==> config.mk <==
export PLATFORM = sky130hd
export DESIGN_NAME = scbs_top
export DESIGN_NICKNAME = d
export VERILOG_FILES = /design/src/scbs_pkg.sv /design/src/scbs_edge_if.sv /design/src/scbs_sampler.sv /design/src/scbs_top.sv
export VERILOG_INCLUDE_DIRS = /design/src
export SDC_FILE = /design/constraint.sdc
export NUM_CORES = 1
export LEC_CHECK = 0
export BUFFER_PORTS_ARGS = -buffer_cell sky130_fd_sc_hd__buf_2
export CAP_MARGIN = 40
export CORE_UTILIZATION = 60
export DETAILED_ROUTE_END_ITERATION = 16
export PLACE_DENSITY = 0.84
export SLEW_MARGIN = 20
export SYNTH_ARGS = -nofsm -noshare
export SYNTH_HDL_FRONTEND = slang
export SYNTH_SLANG_ARGS = --single-unit
==> constraint.sdc <==
create_clock -name CORE_CLK -period 3.8 [get_ports CORE_CLK]
set_input_delay 0.76 -clock CORE_CLK [delete_from_list [all_inputs] [get_ports CORE_CLK]]
set_output_delay 0.76 -clock CORE_CLK [all_outputs]
set_load 0.03 [all_outputs]
==> src/scbs_params.svh <==
// Constants for the serial configuration bitstream source
`ifndef SCBS_PARAMS_SVH
`define SCBS_PARAMS_SVH
`define SCBS_CLK_HZ 125000000
`define SCBS_POR_MS 100
`define SCBS_POR_CYCLES ((`SCBS_POR_MS * 64'd125000000) / 64'd1000)
`define SCBS_TAIL_CLOCKS 16
`define SCBS_ADDR_W 10
`define SCBS_DEPTH 1024
`endif

==> src/scbs_pkg.sv <==
// Types for the serial configuration bitstream source
package scbs_pkg;
    typedef enum logic [2:0] {
        SCBS_POR,
        SCBS_SEND,
        SCBS_WAIT_DONE,
        SCBS_TAIL,
        SCBS_IDLE,
        SCBS_ERROR
    } scbs_state_t;
endpackage

==> src/scbs_edge_if.sv <==
// Carrier between the sampler and the sequencer
`timescale 1ns/100ps
interface scbs_edge_if;
    logic clk_rise;
    logic cs_n_s;
    logic oe_s;
    logic done_s;
    modport src (output clk_rise, output cs_n_s, output oe_s, output done_s);
    modport dst (input clk_rise, input cs_n_s, input oe_s, input done_s);
endinterface

==> src/scbs_sampler.sv <==
// Two-flop synchronisers and config clock rising-edge finder
`timescale 1ns/100ps
module scbs_sampler (
    input wire logic clk,
    input wire logic rst_n,
    input wire logic config_clock,
    input wire logic chip_select_n,
    input wire logic oe_in,
    input wire logic target_done,
    scbs_edge_if.src e
);
    logic [3:0] s1;
    logic [3:0] s2;
    logic clk_q;

    always_ff @(posedge clk) begin
        if (!rst_n) begin
            s1 <= 4'h6;
            s2 <= 4'h6;
        end else begin
            s1 <= {target_done, oe_in, chip_select_n, config_clock};
            s2 <= s1;
        end
    end

    always_ff @(posedge clk) begin
        if (!rst_n) begin
            clk_q <= 1'b0;
        end else begin
            clk_q <= s2[0];
        end
    end

    assign e.clk_rise = s2[0] & ~clk_q;
    assign e.cs_n_s = s2[1];
    assign e.oe_s = s2[2];
    assign e.done_s = s2[3];
endmodule

==> src/scbs_top.sv <==
// Serial configuration bitstream source sequencer
// Summary of operation
// [RQ1] Data output floats while unselected before config and after all data sent.
// [RQ2] Each config clock rising edge advances address and presents next bit.
// [RQ3] Counting only with enable high, select low, data not exhausted.
// [RQ4] Low enable-reset line clears the address counter to start.
// [RQ5] High enable-reset line drives data and lets the counter count.
// [RQ6] Low chip select enables data and lets clock edges count.
// [RQ7] Chain-next select goes low once address reaches maximum.
// [RQ8] In external mode the target supplies the config clock.
// [RQ9] Internal power-up delay lasts at most 100 ms before configuration.
// [RQ10] Target-provided power-up delay is typically 100 ms, at most 200 ms.
// [RQ11] Error checking runs only in self-clocked mode, not external mode.
// [RQ12] Error if target done stays low after all data sent.
// [RQ13] Error if target done rises before all data sent.
// [RQ14] On error pull enable-reset line low to flag the target.
// [RQ15] With auto-restart set, start a new attempt after an error.
// [RQ16] Target checks CRC and may pull its error line low.
// [RQ17] Target pulling the shared line low resets the device.
// [RQ18] After done, first device issues 16 more clocks then idles.
// [RQ19] In external mode the target holds enable high and clocks.
// [RQ20] After maximum, hold chain-next low and stop until enable reset.
`timescale 1ns/100ps
`include "scbs_params.svh"
module scbs_top #(
    parameter int ADDR_W = `SCBS_ADDR_W,
    parameter int DEPTH = `SCBS_DEPTH,
    parameter longint POR_CYCLES = `SCBS_POR_CYCLES,
    parameter logic [DEPTH-1:0] IMAGE = '0
) (
    input wire logic CORE_CLK,
    input wire logic RST_N,
    input wire logic CONFIG_CLOCK_IN,
    output logic CONFIG_CLOCK_OUT,
    output logic CONFIG_CLOCK_OE,
    input wire logic CHIP_SELECT_N,
    input wire logic OE_IN,
    output logic OE_OUT,
    output logic OE_OE,
    input wire logic TARGET_DONE,
    output logic DATA_OUT,
    output logic DATA_OE,
    output logic CHAIN_NEXT_SELECT_N,
    input wire logic SELF_CLOCKED,
    input wire logic FIRST_IN_CHAIN,
    input wire logic AUTO_RESTART,
    output logic ERROR_FLAG
);
    scbs_edge_if e ();
    scbs_pkg::scbs_state_t state;
    logic [ADDR_W-1:0] addr;
    logic [63:0] por_cnt;
    logic [4:0] tail_cnt;
    logic [2:0] div;
    logic at_max;
    logic spent;
    logic run;
    logic mem [DEPTH];
    logic err_set;
    logic oe_low;

    scbs_sampler u_smp (
        .clk(CORE_CLK),
        .rst_n(RST_N),
        .config_clock(CONFIG_CLOCK_IN),
        .chip_select_n(CHIP_SELECT_N),
        .oe_in(OE_IN),
        .target_done(TARGET_DONE),
        .e(e)
    );

    // Stored image held as an array so a bench can load it via IMAGE
    genvar gi;
    generate
        for (gi = 0; gi < DEPTH; gi++) begin : g_mem
            assign mem[gi] = IMAGE[gi];
        end
    endgenerate

    assign at_max = (addr == ADDR_W'(DEPTH - 1));
    assign oe_low = ~e.oe_s;
    // Counting needs OE high, select low and data not yet exhausted
    assign run = e.clk_rise & e.oe_s & ~e.cs_n_s & ~spent &
        (state != scbs_pkg::SCBS_ERROR); // RQ3 RQ5 RQ6

    // Self-clocked mode divides the core clock by 8 for the config clock
    always_ff @(posedge CORE_CLK) begin
        if (!RST_N) begin
            div <= 3'h0;
        end else begin
            div <= div + 3'h1;
        end
    end

    always_ff @(posedge CORE_CLK) begin
        if (!RST_N) begin
            CONFIG_CLOCK_OUT <= 1'b0;
        end else begin
            CONFIG_CLOCK_OUT <= div[2];
        end
    end

    // External mode: clock pin is input only
    assign CONFIG_CLOCK_OE = SELF_CLOCKED & FIRST_IN_CHAIN &
        ((state == scbs_pkg::SCBS_SEND) | (state == scbs_pkg::SCBS_WAIT_DONE) |
         (state == scbs_pkg::SCBS_TAIL)); // RQ8

    always_ff @(posedge CORE_CLK) begin
        if (!RST_N) begin
            addr <= '0;
        end else if (oe_low | (state == scbs_pkg::SCBS_ERROR)) begin
            addr <= '0; // RQ4 RQ17
        end else if (run & ~at_max) begin
            addr <= addr + ADDR_W'(1); // RQ2 RQ20
        end
    end

    // Terminal count sits one past the last address, so the final bit is
    // still driven while the target samples it
    always_ff @(posedge CORE_CLK) begin
        if (!RST_N) begin
            spent <= 1'b0;
        end else if (oe_low | (state == scbs_pkg::SCBS_ERROR)) begin
            spent <= 1'b0; // RQ4
        end else if (run & at_max) begin
            spent <= 1'b1; // RQ3 RQ20
        end
    end

    always_ff @(posedge CORE_CLK) begin
        if (!RST_N) begin
            DATA_OUT <= 1'b0;
        end else begin
            DATA_OUT <= mem[addr]; // RQ2
        end
    end

    // Float while unselected or once the image is exhausted
    always_ff @(posedge CORE_CLK) begin
        if (!RST_N) begin
            DATA_OE <= 1'b0;
        end else begin
            DATA_OE <= e.oe_s & ~e.cs_n_s & ~spent; // RQ1 RQ5 RQ6
        end
    end

    always_ff @(posedge CORE_CLK) begin
        if (!RST_N) begin
            CHAIN_NEXT_SELECT_N <= 1'b1;
        end else begin
            CHAIN_NEXT_SELECT_N <= ~spent; // RQ7 RQ20
        end
    end

    // Errors only checked in self-clocked mode
    assign err_set = SELF_CLOCKED & FIRST_IN_CHAIN & (
        ((state == scbs_pkg::SCBS_SEND) & ~spent & e.cs_n_s & e.done_s) | // RQ13
        ((state == scbs_pkg::SCBS_WAIT_DONE) & e.clk_rise & ~e.cs_n_s)); // RQ11 RQ12

    always_ff @(posedge CORE_CLK) begin
        if (!RST_N) begin
            state <= scbs_pkg::SCBS_POR;
            por_cnt <= '0;
            tail_cnt <= '0;
        end else begin
            case (state)
                scbs_pkg::SCBS_POR: begin
                    por_cnt <= por_cnt + 64'd1;
                    if (por_cnt >= 64'(POR_CYCLES - 1)) begin
                        state <= scbs_pkg::SCBS_SEND; // RQ9
                    end
                end
                scbs_pkg::SCBS_SEND: begin
                    if (err_set) begin
                        state <= scbs_pkg::SCBS_ERROR; // RQ13
                    end else if (spent) begin
                        state <= scbs_pkg::SCBS_WAIT_DONE;
                    end
                end
                scbs_pkg::SCBS_WAIT_DONE: begin
                    tail_cnt <= '0;
                    if (err_set) begin
                        state <= scbs_pkg::SCBS_ERROR; // RQ12
                    end else if (e.cs_n_s) begin
                        state <= scbs_pkg::SCBS_TAIL;
                    end else if (oe_low) begin
                        state <= scbs_pkg::SCBS_SEND;
                    end
                end
                scbs_pkg::SCBS_TAIL: begin
                    if (e.clk_rise) begin
                        tail_cnt <= tail_cnt + 5'h01;
                    end
                    if (tail_cnt == 5'(`SCBS_TAIL_CLOCKS)) begin
                        state <= scbs_pkg::SCBS_IDLE; // RQ18
                    end
                end
                scbs_pkg::SCBS_IDLE: begin
                    if (oe_low) begin
                        state <= scbs_pkg::SCBS_SEND;
                    end
                end
                scbs_pkg::SCBS_ERROR: begin
                    if (AUTO_RESTART) begin
                        state <= scbs_pkg::SCBS_SEND; // RQ15
                    end
                end
                default: begin
                    state <= scbs_pkg::SCBS_POR;
                end
            endcase
        end
    end

    // Line is pulled low during the power-up delay and on error; an external low also resets
    assign OE_OUT = 1'b0;
    assign OE_OE = (state == scbs_pkg::SCBS_ERROR) | (state == scbs_pkg::SCBS_POR); // RQ14
    assign ERROR_FLAG = (state == scbs_pkg::SCBS_ERROR);

    property p_reset_addr;
        @(posedge CORE_CLK) disable iff (!RST_N) oe_low |=> addr == '0;
    endproperty
    a_reset_addr: assert property (p_reset_addr) // RQ4
        else $error("address not cleared by low enable");
    property p_casc;
        @(posedge CORE_CLK) disable iff (!RST_N) spent |=> !CHAIN_NEXT_SELECT_N;
    endproperty
    a_casc: assert property (p_casc) else $error("chain select not low"); // RQ7
    property p_float;
        @(posedge CORE_CLK) disable iff (!RST_N) e.cs_n_s |=> !DATA_OE;
    endproperty
    a_float: assert property (p_float) else $error("data driven while unselected"); // RQ1
    property p_err_pull;
        @(posedge CORE_CLK) disable iff (!RST_N) err_set |=> OE_OE;
    endproperty
    a_err_pull: assert property (p_err_pull) else $error("enable not pulled on error"); // RQ14
    property p_oe_float;
        @(posedge CORE_CLK) disable iff (!RST_N) oe_low |=> !DATA_OE;
    endproperty
    a_oe_float: assert property (p_oe_float) else $error("data driven while enable low"); // RQ5
    property p_step;
        @(posedge CORE_CLK) disable iff (!RST_N)
            run & ~at_max & ~oe_low |=> addr == $past(addr) + ADDR_W'(1);
    endproperty
    a_step: assert property (p_step) else $error("address did not step"); // RQ2
    property p_hold_max;
        @(posedge CORE_CLK) disable iff (!RST_N)
            spent & ~oe_low & (state != scbs_pkg::SCBS_ERROR) |=> $stable(addr);
    endproperty
    a_hold_max: assert property (p_hold_max) else $error("address moved after end"); // RQ20
    property p_restart;
        @(posedge CORE_CLK) disable iff (!RST_N)
            (state == scbs_pkg::SCBS_ERROR) & AUTO_RESTART |=> state == scbs_pkg::SCBS_SEND;
    endproperty
    a_restart: assert property (p_restart) else $error("no restart after error"); // RQ15
    c_tail: cover property (@(posedge CORE_CLK) state == scbs_pkg::SCBS_IDLE);
    c_err: cover property (@(posedge CORE_CLK) state == scbs_pkg::SCBS_ERROR);
    c_max: cover property (@(posedge CORE_CLK) at_max);
endmodule

# Yosys cells after proc, flatten, opt, wreduce, memory -nomap -nowiden
# Memory sizes are Yosys's and may differ from the RTL's. A register that Yosys moved wholly into a read port is not among the register bits.
# Cells that the tools add are included.
[word_totals] register_bits=98 romBits=1024 in_bits=9 out_inout_bits=8 wordCells=77 memories=1
[memory_table] name="(name not given)" words=1024 width=1 rd=1 rd_clocked_by_memory_dff=1 write_ports=0 line="scbs_top.sv:134" source="DATA_OUT <= mem[addr];"
[op_classes] add_sub_neg=4 n_lt_le_gt_ge=1 eq_ne=13 mux=11 bitwise_logic=29 n_reduce_logical=6
[op_table] operator="64-bit by 1-bit adder with 64-bit output, second input constant" n=1
[op_table] operator="64-bit by 24-bit greater-or-equal comparator with 1-bit output, second input constant" n=1
[op_table] operator="3-bit two-way mux" n=8
[op_table] operator="3-bit case mux with 6 select lines" n=1
[op_table] operator="1-bit AND" n=17
[op_table] operator="10-bit inverter with 11-bit output" n=1
[op_table] operator="10-bit by 1-bit adder with 10-bit output, second input constant" n=1
[op_table] operator="10-bit equality test, second input constant" n=1
[op_table] operator="5-bit case mux with 2 select lines" n=1
[op_table] operator="3-bit by 2-bit equality test with 1-bit output, second input constant" n=2
[op_table] operator="3-bit equality test, second input constant" n=2
[op_table] operator="2-bit inequality test, second input constant" n=3
[op_table] operator="3-bit inequality test, second input constant" n=2
[op_table] operator="1-bit inverter" n=6
[op_table] operator="5-bit by 1-bit adder with 5-bit output, second input constant" n=1
[op_table] operator="5-bit equality test, second input constant" n=1
[op_table] operator="5-bit two-way mux" n=1
[op_table] operator="1-bit bitwise OR" n=5
[op_table] operator="4-bit AND reduction" n=1
[op_table] operator="3-bit by 1-bit adder with 3-bit output, second input constant" n=1
[op_table] operator="3-bit by 1-bit equality test with 1-bit output, second input constant" n=1
[op_table] operator="3-bit logical NOT" n=1
[op_table] operator="2-bit by 1-bit inequality test with 1-bit output, second input constant" n=1
[op_table] operator="2-bit AND reduction" n=1
[op_table] operator="3 further kinds" n=3

# Depth between registers and ports, before layout
# Gate-level depths: netlist (run 1).
[depth] word_depth=8 mapped_depth=9

# By module
# From an unflattened synthesis (run 1), not the netlist that was laid out.
[unflattened] hier_cells=568 hier_area_um2=4718.3
[modules_own_cells] mod="scbs_top" instances=1 cells_each=549 area_per_inst_um2=4475.5 seq_area_each_um2=1781.7
[modules_own_cells] mod="scbs_sampler" instances=1 cells_each=19 area_per_inst_um2=242.7 seq_area_each_um2=180.2

# Worst setup path after synthesis (run 1)
# No wires, ideal clock.
[synth_path] kind="register to register" start="register por_cnt[0]" end="register por_cnt[62]" setup_ns=0.070 arrival_time_ns=2.236 required_ns=3.730 path_slack_ns=1.493 path_stages_with_launch=9 path_buffers=2 path_cell_list="dfxtp_1 -> ha_1 -> or4b_4 -> buf_6 -> nor4_4 -> nand4_2 -> clkbuf_2 -> or3_1 -> a21oi_1"
[synth_via] elab_chain_len=1
[synth_lines] item="from (decl)" line="scbs_top.sv:52" source="logic [63:0] por_cnt;"
[synth_lines] item="from (signal assigned)" line="scbs_top.sv:168" source="por_cnt <= por_cnt + 64'd1;"
[synth_lines] item="64-bit by 1-bit adder with 64-bit output" line="scbs_top.sv:168"
# Every way passes these cells.
# A chain may end at the register's enable or synchronous reset.

# Final worst setup path (run 1)
[layout_path] start="register por_cnt[13]" end="register por_cnt[58]"
# Same word-level chain as after synthesis.

==> flow_results.org, run 1 <==
** CTS
- CTS placed an instance of clkbuf_8 at the clock tree root.
- The clock drives 98 sinks.
- CTS built an H-tree with a depth of 3.
- Clk_lat worst skew :: 0.37 ns
- Number of hold-repair buffers added at the cts stage :: 0
- TritonCTS built the clock tree.
- Post_cts resized :: 0
- Clock transition at the register clock pins on the worst setup and hold paths after CTS :: 0.10 ns
- Post-CTS timing repair inserted 0 buffers for setup.
- TritonCTS buffer count :: 9
- Maximum clock path buffer count :: 2

** Run
- Across the run, the number of max-cap violations was 0.

** Setup path
- Worst setup slack for register-to-register paths :: 1.06 ns
- The worst register-to-register path ends at por_cnt[58].
- The startpoint identified for the worst register-to-register timing path is por_cnt[13].
- Measured in cells, the most critical reg-to-reg path has a length of 5.
- Worst setup SP type :: flop
- Type of element capturing the critical path :: flop
- At the worst endpoint, the required time is 4.11 ns.
- Critical Path AT :: 3.05 ns
- Along the worst path, the maximum fanout reaches 16.
- Type of the setup path with the least slack :: flop to flop

** Route
- Summed over all layers, the routed wires come to 9.72 mm.
- After detailed routing, the average wire length per cell comes to 14.3 um.
- After detailed routing, the number of remaining DRC violations is 0.
- Number of iterations in the first detailed-routing pass :: 4
- Routed Antenna Nets :: 0
- The detailed router finished its first iteration with 324 violations.
- Vias post-DR :: 4128
- After detailed routing, the number of vias per cell comes to 6.07.

** GRT
- Maximum number of pins on one net before global-route repair :: 38
- Vias in the first global route :: 3862
- The number of antenna violations at the first check in global routing came to 0.
- Total routing usage reported by global routing :: 24.9%
- Global route overflow :: 0
- The first global-routing pass estimated 16.9 mm of wire.

** Power and ir drop
- For this design the total switching power over the nets is 563 uW.
- The analysis attributes to cell leakage a power of 0.00164 uW.
- Per report_power, the clock group accounts for 33.7% of the total.
- VDD IR-drop max :: 282 uV
- Combinational cell fraction of total power :: 11.8%
- Of the total power, registers draw 54.5%.
- For this design the ratio of total power to cell area is 405 nW/um2.
- Internal portion of total power :: 1470 uW
- Share of total power consumed by net switching :: 27.7%

** Placed design
- Detail Placement HPWL :: 6.71 mm
- At the placement stage, the worst setup path has a slack of 0.948 ns.
- After detailed placement, the total cell area comes to 4800 um2.
- Buffers placed on the I/O ports in this run total 14.
- Placed instance count :: 663
- Routability congestion estimate from global placement :: 0.882

** Floorplanning
- The initial utilization of the core area, before any placement, comes to 63.4%.
- Die ar. :: 8180 um2
- DIE HEIGHT :: 90.4 um
- After floorplanning, the core was divided into 31 placement rows.
- 17 I/O pins were placed.
- Core area :: 7410 um2
- Measured along the x axis, the die boundary spans 90.4 um.

** Synth
- Synthesis handed over a netlist of 571 instances.
- Sequential elements use 41.8% of the synthesized area.
- Counting flops with a built-in enable in the synthesized netlist gives 0.
- During synthesis, Yosys emitted a total of 0 warnings.
- After synthesis the cells add up to 4690 um2.
- Counting flops and latches in the post-synthesis netlist gives 98.
- Yosys cell types :: 46
- Counting flops with an async set or reset pin after synthesis yields a share of 0%.
- Ys flop type :: dfxtp_1
- A synthesized cell averages 8.22 um2.

** Final layout
- Layout net count :: 590
- Leaving out fill and tap cells, the most frequent cell in the layout is dfxtp_1.
- Counting the fill cells in the layout gives 618.
- Number of antenna diodes :: 0
- The finished cells cover 5020 um2.
- Relative area change from synthesis to final layout :: 6.90%
- After the flow finishes, the layout carries non-filler instances totaling 680.
- Layout cells sized above 1 :: 7.40%
- In the layout the commonest cells are dfxtp_1 (98), nor2_1 (66), nand2_1 (45), nand3_1 (40), a21oi_1 (40).

** Timing
- Measured against its own limit, the worst slew margin works out to 41.9%.
- Setup clock skew after layout :: 0.0170 ns
- Setup repair after global routing left no endpoint under its margin.
- The worst path meets setup with 1.06 ns of slack.
- Post-route worst hold slack :: 0.420 ns
- The max-slew violation count was 0.
- Portion of the clock cycle consumed by the worst path in the final layout :: 72.1%
- Transition time of the tightest slew-check pin :: 0.863 ns
- Maximum operating frequency :: 0.365 GHz
- Number of failing hold endpoints at the final stage :: 0
- Setup violations remaining at the end of the flow were counted as 0.
- Counting I/O delays and the setup requirement, the final critical path takes 2.74 ns.
- Sum of negative setup slack :: 0 ns

** Hold path
- Counting instances, the worst hold path has a depth of 1.
- Class of the most critical hold timing path :: flop to flop
- Startpoint of the lowest-slack hold path :: div[0]
- For hold timing, the worst endpoint is div[0].

** Run status
- The flow ran to the end, and the final reports show no timing, DRC or antenna violations.
-- layout make-up --
cell class / instances / area [um2] / share of cell area, %
tap: 99 / 124 / 2.47
sequential: 98 / 1960 / 39.1
clock inverter: 5 / 61.3 / 1.22
timing repair buffer: 18 / 111 / 2.22
multi-input combinational: 434 / 2560 / 51.0
clock buffer: 11 / 141 / 2.82
inverter: 15 / 56.3 / 1.12
-- how the worst max path moves through the flow --
stage	start	endpoint	slack, ns	depth (start not counted)
floorplan	por_cnt[0]	por_cnt[62]	1.49	8
global placement	state[2]	por_cnt[57]	1.06	5
detailed placement	state[2]	por_cnt[63]	0.95	5
CTS	state[0]	por_cnt[59]	0.92	5
global route	por_cnt[11]	por_cnt[58]	0.75	5
finish	por_cnt[13]	por_cnt[58]	1.06	5
-- metrics by stage --
| step | power (uW) | utilization (%) |
|---|---|---|
| 3_3_place_gp | 1350 | 64.4 |
| 2_1_floorplan | 1310 | - |
| 3_5_place_dp | 1360 | 64.8 |
| 4_1_cts | 2040 | 67.6 |
| 5_1_grt | 2110 | 67.7 |
| 6_report | 2030 | 67.7 |
-- cells by family after synthesis --
family          count (synthesis)  share of synthesized area [%]
fa+ha+maj                       5                           1.33
flops                          98                           41.8
simple gates                  290                           33.4
xor+xnor                       41                           7.65
buf+inv                        40                           3.71
compound gates                 95                           11.8
mux                             1                          0.240
other cells                     1                         0.0799
-- cells in the mapped netlist (2+ instances only) --
cell | instances | area share, %
dfxtp_1 | 98 | 42
nor2_1 | 66 | 5.3
nand2_1 | 45 | 3.6
a21oi_1 | 40 | 4.3
nand3_1 | 40 | 4.3
nand4_1 | 26 | 3.5
o21ai_0 | 25 | 2.7
nor4_1 | 21 | 2.8
or3_1 | 21 | 2.8
xnor2_1 | 21 | 3.9
xor2_1 | 20 | 3.7
clkbuf_1 | 17 | 1.4
o31ai_1 | 16 | 2.6
inv_1 | 15 | 1.2
nor3_1 | 15 | 1.6
or4_1 | 15 | 2.4
and2_1 | 11 | 1.5
nand2b_1 | 9 | 1.2
ha_1 | 5 | 1.3
o21a_1 | 5 | 0.80
and3_1 | 4 | 0.53
buf_1 | 3 | 0.24
nand3b_1 | 3 | 0.48
a22o_1 | 2 | 0.37
a22oi_1 | 2 | 0.32
buf_4 | 2 | 0.32
buf_6 | 2 | 0.48
nor3b_1 | 2 | 0.32
nor4_2 | 2 | 0.53
nor4_4 | 2 | 0.91
-- worst max-delay path, cell delays in order, from the launching register on --
cell	delay, ns
dfxtp_1	0.41
nand4_1	0.34
nor4_2	0.76
nand4_2	0.43
or4_1	0.60
a21oi_1	0.15
-- flip-flops by register name, summed over array words and instances (netlist names), 3 cells and up --
name      cells
u_smp.s1      4
por_cnt      64
tail_cnt      5
div           3
u_smp.s2      4
state         3
addr         10
-- power by group through the flow --
stage	sequential, uW	combinational [uW]	clock [uW]
6_report	1110	239	685
5_1_grt	1110	265	732
4_1_cts	1110	238	698
3_5_place_dp	1130	235	0
3_3_place_gp	1130	226	0
2_1_floorplan	1100	211	0
-- layer usage --
layer,wire length (um),up-vias,GRT usage [%]
met5,0,-,0
met4,149,0,7.12
met3,401,17,5.47
met2,4700,102,43.1
met1,4470,1949,31.0
li1,-,2060,-
No activity file was read; power rests on OpenSTA's default activity.
==> run 2, diff against run 1 <==
- CORE_UTILIZATION: 60 -> 56
- PLACE_DENSITY: 0.84 -> 0.82
- clock period: 3.8 -> 2.4 ns (I/O delays scaled with it)
==> flow_results.org, run 2 (same netlist as run 1, synthesis figures left out) <==
** GRT
- Global route overflow :: 0 (unchanged)
- Total routing usage reported by global routing :: 24.2% (was 24.9%)
- The fraction of met1 tracks used by global routing was 29.2% (was 31.0%).
- Met2 GRT Util :: 42.6% (was 43.1%)
- GR met3 Demand/Resource :: 4.96% (was 5.47%)
- Initial antenna violation count :: 0 (unchanged)
- The wire length of the first global-routing pass is 17.0 mm (was 16.9 mm).
- The most utilized layer in the global route result is met2 (unchanged).
- The via count of the first global-routing pass came to 3890 (was 3862).
- Maximum number of pins on one net before global-route repair :: 65 (was 38)

** Floorplanning
- # rows :: 33 (was 31)
- Die ar. :: 8750 um2 (was 8180 um2)
- Die X :: 93.5 um (was 90.4 um)
- Core area :: 8180 um2 (was 7410 um2)
- I/O pins :: 17 (unchanged)
- The starting density of the core was 57.4% (was 63.4%).
- The die span in y is 93.5 um (was 90.4 um).

** Final layout
- The share of layout cells above drive strength 1 came to 11.3% (was 7.40%).
- Number of cells in the finished layout apart from fillers :: 707 (was 680)
- Registers with the most flip-flops :: por_cnt: 64 flops, addr: 10 flops, tail_cnt: 5 flops (unchanged)
- Top register by number of flip-flops :: por_cnt (unchanged)
- Post-route standard cell area excluding fillers :: 5200 um2 (was 5020 um2)
- Relative area change from synthesis to final layout :: 10.8% (was 6.90%)
- Most frequent cells in the layout: dfxtp_1 (98), nor2_1 (66), nand2_1 (45), a21oi_1 (40), nand3_1 (38) (was dfxtp_1 (98), nor2_1 (66), nand2_1 (45), nand3_1 (40), a21oi_1 (40)).
- Final core utilization :: 63.6% (was 67.7%)
- The fill cell total of the finished layout is 716 (was 618).
- The number of nets in the layout is 611 (was 590).
- Number of antenna diodes :: 0 (unchanged)
- The number of flip-flops in the largest register came to 64 (unchanged).
- Most common cell after layout, fill and taps aside :: dfxtp_1 (unchanged)

** CTS
- The later-pin clock latency in the skew report was 0.38 ns (was 0.37 ns).
- The level count of the clock H-tree came to 3 (unchanged).
- The clock tree from TritonCTS is yes (unchanged).
- Maximum clock path buffer count :: 2 (unchanged)
- Clock transition at the register clock pins on the worst setup and hold paths after CTS :: 0.10 ns (about the same)
- The CTS buffer count came to 9 (unchanged).
- Clk root buf :: clkbuf_8 (unchanged)
- CTS sink count :: 98 (unchanged)
- Number of hold-repair buffers added at the cts stage :: 0 (unchanged)

** Setup path
- Critical Path AT :: 2.59 ns (was 3.05 ns)
- The launch instance of the worst register-to-register path is por_cnt[1] (was por_cnt[13]).
- Worst setup SP type :: flop (unchanged)
- Worst-path maximum fanout :: 7 (was 16)
- CP Data Required Time :: 2.67 ns (was 4.11 ns)
- Type of element capturing the critical path :: flop (unchanged)
- Startpoint of the most critical setup path :: por_cnt[1] (was por_cnt[13])
- Type of the setup path with the least slack :: flop to flop (unchanged)
- CP peak stage delay :: 0.61 ns (was 0.76 ns)
- The flop-to-flop setup slack is 0.08 ns (was 1.06 ns).
- Chain of cells forming the critical path :: ha_1 -> or4b_4 -> or4_1 -> nor4_1 -> xnor2_1 -> nor2_1 (was nand4_1 -> nor4_2 -> nand4_2 -> or4_1 -> a21oi_1)
- The cell with the biggest individual delay on the critical path is or4_1 (was nor4_2).

** Route
- The number of vias per cell is 5.96 (was 6.07).
- Total DRC errors in the routed layout :: 0 (unchanged)
- Iteration-0 DRC Markers :: 228 (was 324)
- The number of antenna-violating nets in the routed design came to 0 (unchanged).
- The total wire length is 10.1 mm (was 9.72 mm).
- The total vias in the final route was 4216 (was 4128).
- The detailed-route wire length per cell came to 14.2 um (was 14.3 um).
- The number of search-and-repair iterations in the first detailed-routing pass is 5 (was 4).

** Placed design
- Detail Placement HPWL :: 6.94 mm (was 6.71 mm)
- The placed standard-cell area was 4970 um2 (was 4800 um2).
- The count of port buffers added during placement is 14 (unchanged).
- The routability congestion estimate from global placement is 0.880 (was 0.882).
- The number of cells in the design after placement came to 690 (was 663).

** Timing
- The post-route minimum period came to 2.32 ns (was 2.74 ns).
- Count of endpoints failing setup in the final report :: 0 (unchanged)
- The worst hold slack came to 0.282 ns (was 0.420 ns).
- The final critical-path share of the clock period was 96.7% (was 72.1%).
- Setup clock skew after layout :: 0.0102 ns (was 0.0170 ns)
- Sum of negative setup slack :: 0 ns (unchanged)
- The max-slew violation count came to 0 (unchanged).
- Setup repair after global routing missed its margin :: true (was false)
- Number of failing hold endpoints at the final stage :: 0 (unchanged)
- Maximum operating frequency :: 0.431 GHz (was 0.365 GHz)

** Run status
- Outcome :: completed (unchanged)

** Power and ir drop
- Pwr dens :: 627 nW/um2 (was 405 nW/um2)
- Static leakage power :: 0.00174 uW (was 0.00164 uW)
- The worst voltage drop across the vdd grid is 346 uV (was 282 uV).

** Hold path
- The class of the tightest hold or removal check was primary input to flop (was flop to flop).
- The worst hold path startpoint is OE_IN (was div[0]).

** Run
- The number of max-capacitance violations reported was 0 (unchanged).
run 2: stage by stage:
stage | worst slack [ns] | power (uW)
after floorplan | 0.0931 | 2080
after global placement | 0.102 | 2220
after detailed placement | 0.0339 | 2240
after CTS | 0.0341 | 3280
after global routing | -0.0442 | 3410
final | 0.0796 | 3260
run 2: final timing paths:
check | endpoint | cells past startpoint
hold reg to reg | u_smp.s2[1] | 1
setup reg to reg | por_cnt[18] | 6
setup / recovery | por_cnt[18] | 6
hold / removal | u_smp.s1[2] | 2
run 2: worst max-delay path: cells and delay by family (launching register included):
kind                     cells  cell delay (ns)
AND/OR/NAND/NOR              4             1.51
flip-flops                   1             0.36
adder cells (fa/ha/maj)      1             0.17
XOR/XNOR                     1             0.17
run 2: per-layer routing:
| metal | up-vias | wire [um] |
|---|---|---|
| met5 | - | 0 |
| met4 | 0 | 133 |
| met3 | 12 | 426 |
| met2 | 89 | 4920 |
| met1 | 2004 | 4580 |
| li1 | 2111 | - |
run 2: timing repair:
item / CTS / global route
cloned: 0 / 0
pin swaps: 0 / 1
gates resized for setup: 1 / 3
setup buffers: 0 / 1
setup endpoints to repair: 2 / 13
run 2: where the power goes:
group | internal (uW) | switching (uW)
registers | 1670 | 33.9
clock network | 409 | 639
logic | 201 | 305
total | 2280 | 978
run 2: area by class of cell:
| class | instances | area [um2] | area share (%) |
|---|---|---|---|
| clock buffer | 9 | 124 | 2.38 |
| timing repair buffer | 39 | 270 | 5.20 |
| tap | 105 | 131 | 2.53 |
| inverter | 15 | 56.3 | 1.08 |
| multi-input combinational | 434 | 2590 | 49.7 |
| sequential | 98 | 1960 | 37.7 |
| clock inverter | 7 | 68.8 | 1.32 |
==> run 3, diff against run 2 <==
- ABC_AREA: unset -> 1
- CORE_UTILIZATION: 56 -> 42
- PLACE_DENSITY: 0.82 -> 0.66
==> flow_results.org, run 3 <==
** Route
- Vias post-DR :: 5348 (was 4216)
- The number of antenna-violating nets in the routed design is 0 (unchanged).
- The detailed-route wire length per cell was 13.3 um (was 14.2 um).
- The DRC violation count after routing came to 0 (unchanged).
- The total wire length is 14.1 mm (was 10.1 mm).
- DR vias/cell :: 5.06 (was 5.96)
- The number of search-and-repair iterations in the first detailed-routing pass was 5 (unchanged).
- Iteration-0 DRC Markers :: 359 (was 228)

** Timing
- The final setup violation count came to 0 (unchanged).
- The max-slew violation count came to 0 (unchanged).
- Portion of the clock cycle consumed by the worst path in the final layout :: 81.2% (was 96.7%)
- Setup repair after global routing missed its margin: false (was true).
- Setup clock skew after layout :: 0.0114 ns (was 0.0102 ns)
- Maximum operating frequency :: 0.513 GHz (was 0.431 GHz)
- The post-route minimum period came to 1.95 ns (was 2.32 ns).
- The setup TNS after final layout was 0 ns (unchanged).
- The number of endpoints with negative hold slack in the final report was 0 (unchanged).
- Relative slew margins :: 65.2%
- At the pin with the least slew margin, the transition time is 0.520 ns.

** GRT
- Met2 GRT Util :: 39.3% (was 42.6%)
- The number of antenna violations at the first check in global routing is 0 (unchanged).
- Vias in the first global route :: 4913 (was 3890)
- The fraction of met1 tracks used by global routing is 25.8% (was 29.2%).
- The wire length of the first global-routing pass was 23.0 mm (was 17.0 mm).
- GR met3 Demand/Resource :: 5.15% (was 4.96%)
- The aggregate global routing overflow was 0 (unchanged).
- The most utilized layer in the global route result was met2 (unchanged).
- The pin count of the biggest net entering global routing was 43 (was 65).
- Total routing usage reported by global routing :: 22.0% (was 24.2%)

** Final layout
- Registers with the most flip-flops: por_cnt: 64 flops, addr: 10 flops, tail_cnt: 5 flops (unchanged).
- Fill cell instance count of the final layout :: 1322 (was 716)
- Layout cells sized above 1 :: 9.15% (was 11.3%)
- Most frequent cells in the layout :: nand2_1 (206), nor2_1 (155), inv_1 (114), dfxtp_1 (98), nand3_1 (61) (was dfxtp_1 (98), nor2_1 (66), nand2_1 (45), a21oi_1 (40), nand3_1 (38))
- The signed area change from the synthesized netlist to the final layout is 9.46% (was 10.8%).
- Top register by number of flip-flops :: por_cnt (unchanged)
- Number of antenna diodes :: 0 (unchanged)
- Layout net count :: 894 (was 611)
- Post-route standard cell area excluding fillers :: 6080 um2 (was 5200 um2)
- Flip-flop count of the largest register, all copies and words added :: 64 (unchanged)
- The final cell utilization of the core came to 47.6% (was 63.6%).
- The commonest non-fill, non-tap cell in the layout is nand2_1 (was dfxtp_1).

** Setup path
- The largest incremental delay on the critical path was 0.38 ns (was 0.61 ns).
- The kind of launch point of the worst setup path is a flop (unchanged).
- Type of the setup path with the least slack :: flop to output port (was flop to flop)
- The critical path capture point type was an output port (was flop).
- Worst setup slack for register-to-register paths :: 0.56 ns (was 0.08 ns)
- The critical path arrival was 1.47 ns (was 2.59 ns).
- CP Data Required Time :: 1.92 ns (was 2.67 ns)
- The critical path launch point is state[0] (was por_cnt[1]).
- Kind of cell adding the most delay to the critical path :: simple AND/OR/NAND/NOR gates (unchanged)
- Critical Path Slowest Stage Cell :: dfxtp_1 (was or4_1)
- Worst-path maximum fanout :: 8 (was 7)
- The launch instance of the worst register-to-register path is state[0] (was por_cnt[1]).
- The worst path buffer plus inverter count is 1 (was 0).
- Chain of cells forming the critical path :: nor2_4 -> nand2_4 -> nand2_1 -> buf_2 (was ha_1 -> or4b_4 -> or4_1 -> nor4_1 -> xnor2_1 -> nor2_1)

** Synth
- Syn Inst Count :: 865 (was 571)
- The netlist area before placement is 5560 um2 (was 4690 um2).
- The biggest area consumer among synthesized cells is dfxtp_1 (unchanged).
- Share of the synthesized netlist area taken by xor and xnor gates :: 2.36% (was 7.65%)
- Fraction of synthesized area in multiplexers :: 0% (was 0.240%)
- Async set-or-reset flop fraction in the synthesized netlist :: 0% (unchanged)
- Largest cells by area after synthesis :: dfxtp_1 (35%), nand2_1 (14%), nor2_1 (10%), inv_1 (7.7%), nand3_1 (5.5%) (was dfxtp_1 (42%), nor2_1 (5.3%), a21oi_1 (4.3%), nand3_1 (4.3%), xnor2_1 (3.9%))
- Fraction of post-synthesis cell area in the top cell type by area :: 35.3% (was 41.8%)
- Yosys synthesis warning count :: 0 (unchanged)
- The dominant combinational cell family by area after synthesis was simple AND/OR/NAND/NOR gates (unchanged).
- Adder-cell share of the synthesized area :: 1.13% (was 1.33%)
- Ys flop type :: dfxtp_1 (unchanged)
- The synthesized area per cell came to 6.43 um2 (was 8.22 um2).
- Most instantiated cells after synthesis :: nand2_1 (206), nor2_1 (155), inv_1 (114), dfxtp_1 (98), nand3_1 (61) (was dfxtp_1 (98), nor2_1 (66), nand2_1 (45), a21oi_1 (40), nand3_1 (40))
- Most numerous cell in the Yosys netlist :: nand2_1 (was dfxtp_1)
- The number of synthesized register bits came to 98 (unchanged).
- The share of synthesized area occupied by flip-flops and latches is 35.3% (was 41.8%).
- The share of the synthesized area in compound gates (AO/OA/AOI/OAI) is 7.79% (was 11.8%).
- The number of flops mapped to enable cells by yosys is 0 (unchanged).
- Yosys cell types :: 40 (was 46)
- Post-Synth Simple-Gate Area :: 44.2% (was 33.4%)

** Floorplanning
- The number of placement rows was 41 (was 33).
- The area inside the core boundary was 12800 um2 (was 8180 um2).
- The die span in y came to 117 um (was 93.5 um).
- The number of top-level pins came to 17 (unchanged).
- The horizontal die dimension is 117 um (was 93.5 um).
- The starting density of the core was 43.5% (was 57.4%).
- The area of the die is 13700 um2 (was 8750 um2).

** Placed design
- The routability congestion estimate from global placement came to 0.972 (was 0.880).
- The total half-perimeter wirelength after legalization and detailed placement is 11.0 mm (was 6.94 mm).
- Port buffer count :: 14 (unchanged)
- Standard cell area after detailed placement :: 5800 um2 (was 4970 um2)

** CTS
- Maximum clock path buffer count :: 2 (unchanged)
- The level count of the clock H-tree is 3 (unchanged).
- Clock transition at the register clock pins on the worst setup and hold paths after CTS :: 0.07 ns (was 0.10 ns)
- Clock tree from TritonCTS :: yes (unchanged)
- Post_cts resized :: 0 (was 1)
- The later-pin clock latency in the skew report is 0.36 ns (was 0.38 ns).
- Clk root buf :: clkbuf_16 (was clkbuf_8)
- TritonCTS buffer count :: 9 (unchanged)
- Number of hold-repair buffers added at the cts stage :: 0 (unchanged)
- CTS sink count :: 98 (unchanged)
- The buffers inserted during post-CTS setup optimization is 0 (unchanged).

** Power and ir drop
- The worst voltage drop across the vdd grid was 360 uV (was 346 uV).
- The leakage power summed over all cells came to 0.00245 uW (was 0.00174 uW).
- The total power density per cell area was 564 nW/um2 (was 627 nW/um2).

** Run
- Number of maximum-capacitance constraint violations :: 0 (unchanged)

** Hold path
- The class of the tightest hold or removal check is primary input to flop (unchanged).
- Startpoint of the lowest-slack hold path :: CONFIG_CLOCK_IN (was OE_IN)

** Run status
- Outcome :: completed (unchanged)
## run 3: changes by cell type after synthesis, sizes merged, moves of 15 or more
cell   delta
nand3    +26
nor2    +112
nor4     -23
or3      -21
inv     +103
o31ai    -16
nand2   +166
or4      -15
## run 3: area by class of cell
cell class | count | area [um2] | area share (%)
Clock buffer | 10 | 229 | 3.76
Tap cell | 172 | 215 | 3.54
Multi-Input combinational cell | 636 | 3090 | 50.8
Sequential cell | 98 | 1960 | 32.3
Timing Repair Buffer | 17 | 92.6 | 1.52
Clock inverter | 6 | 51.3 | 0.843
Inverter | 118 | 443 | 7.28
## run 3: final timing paths
| kind | end | cells after the start |
|---|---|---|
| worst max-delay path | OE_OE | 4 |
| worst min-delay path | u_smp.s1[0] | 3 |
| worst max register to register | por_cnt[25] | 8 |
| worst min register to register | u_smp.s2[1] | 1 |
## run 3: cell families (layout without fill, tap and decap cells)
group / after synthesis / count (layout)
simple gates: 531 / 531
buf+inv: 132 / 151
flops: 98 / 98
compound gates: 83 / 83
xor+xnor: 15 / 15
fa+ha+maj: 5 / 5
other cells: 1 / 2
## run 3: worst min-delay path, delay by kind of cell
family,cells,cell delay [ns]
and+or+nand+nor,1,0.04
buffers and inverters,2,0.11
## run 3: report_power, final
part	total, uW	internal, uW	switching, uW
Sequential	1700	1660	40.5
Combinational	340	104	236
Clock	1390	716	673
## run 3: per-stage QoR
stage,std cells,setup slack (ns),hold slack [ns],total power [uW]
6_report,1057,0.451,0.302,3430
5_1_grt,1057,0.352,0.296,3580
4_1_cts,1057,0.437,0.292,3470
3_5_place_dp,1041,0.577,0.402,2080
3_3_place_gp,1041,0.606,0.395,2080
2_1_floorplan,866,0.698,0.385,2000
## run 3: metal layers
layer  part of all wire [%]  routed length (um)  vias to the layer above
met5                      0                   0                        -
met1                     44                6240                     2399
met3                    5.2                 724                       31
li1                       -                   -                     2788
met2                     48                6720                      130
met4                    2.6                 369                        0
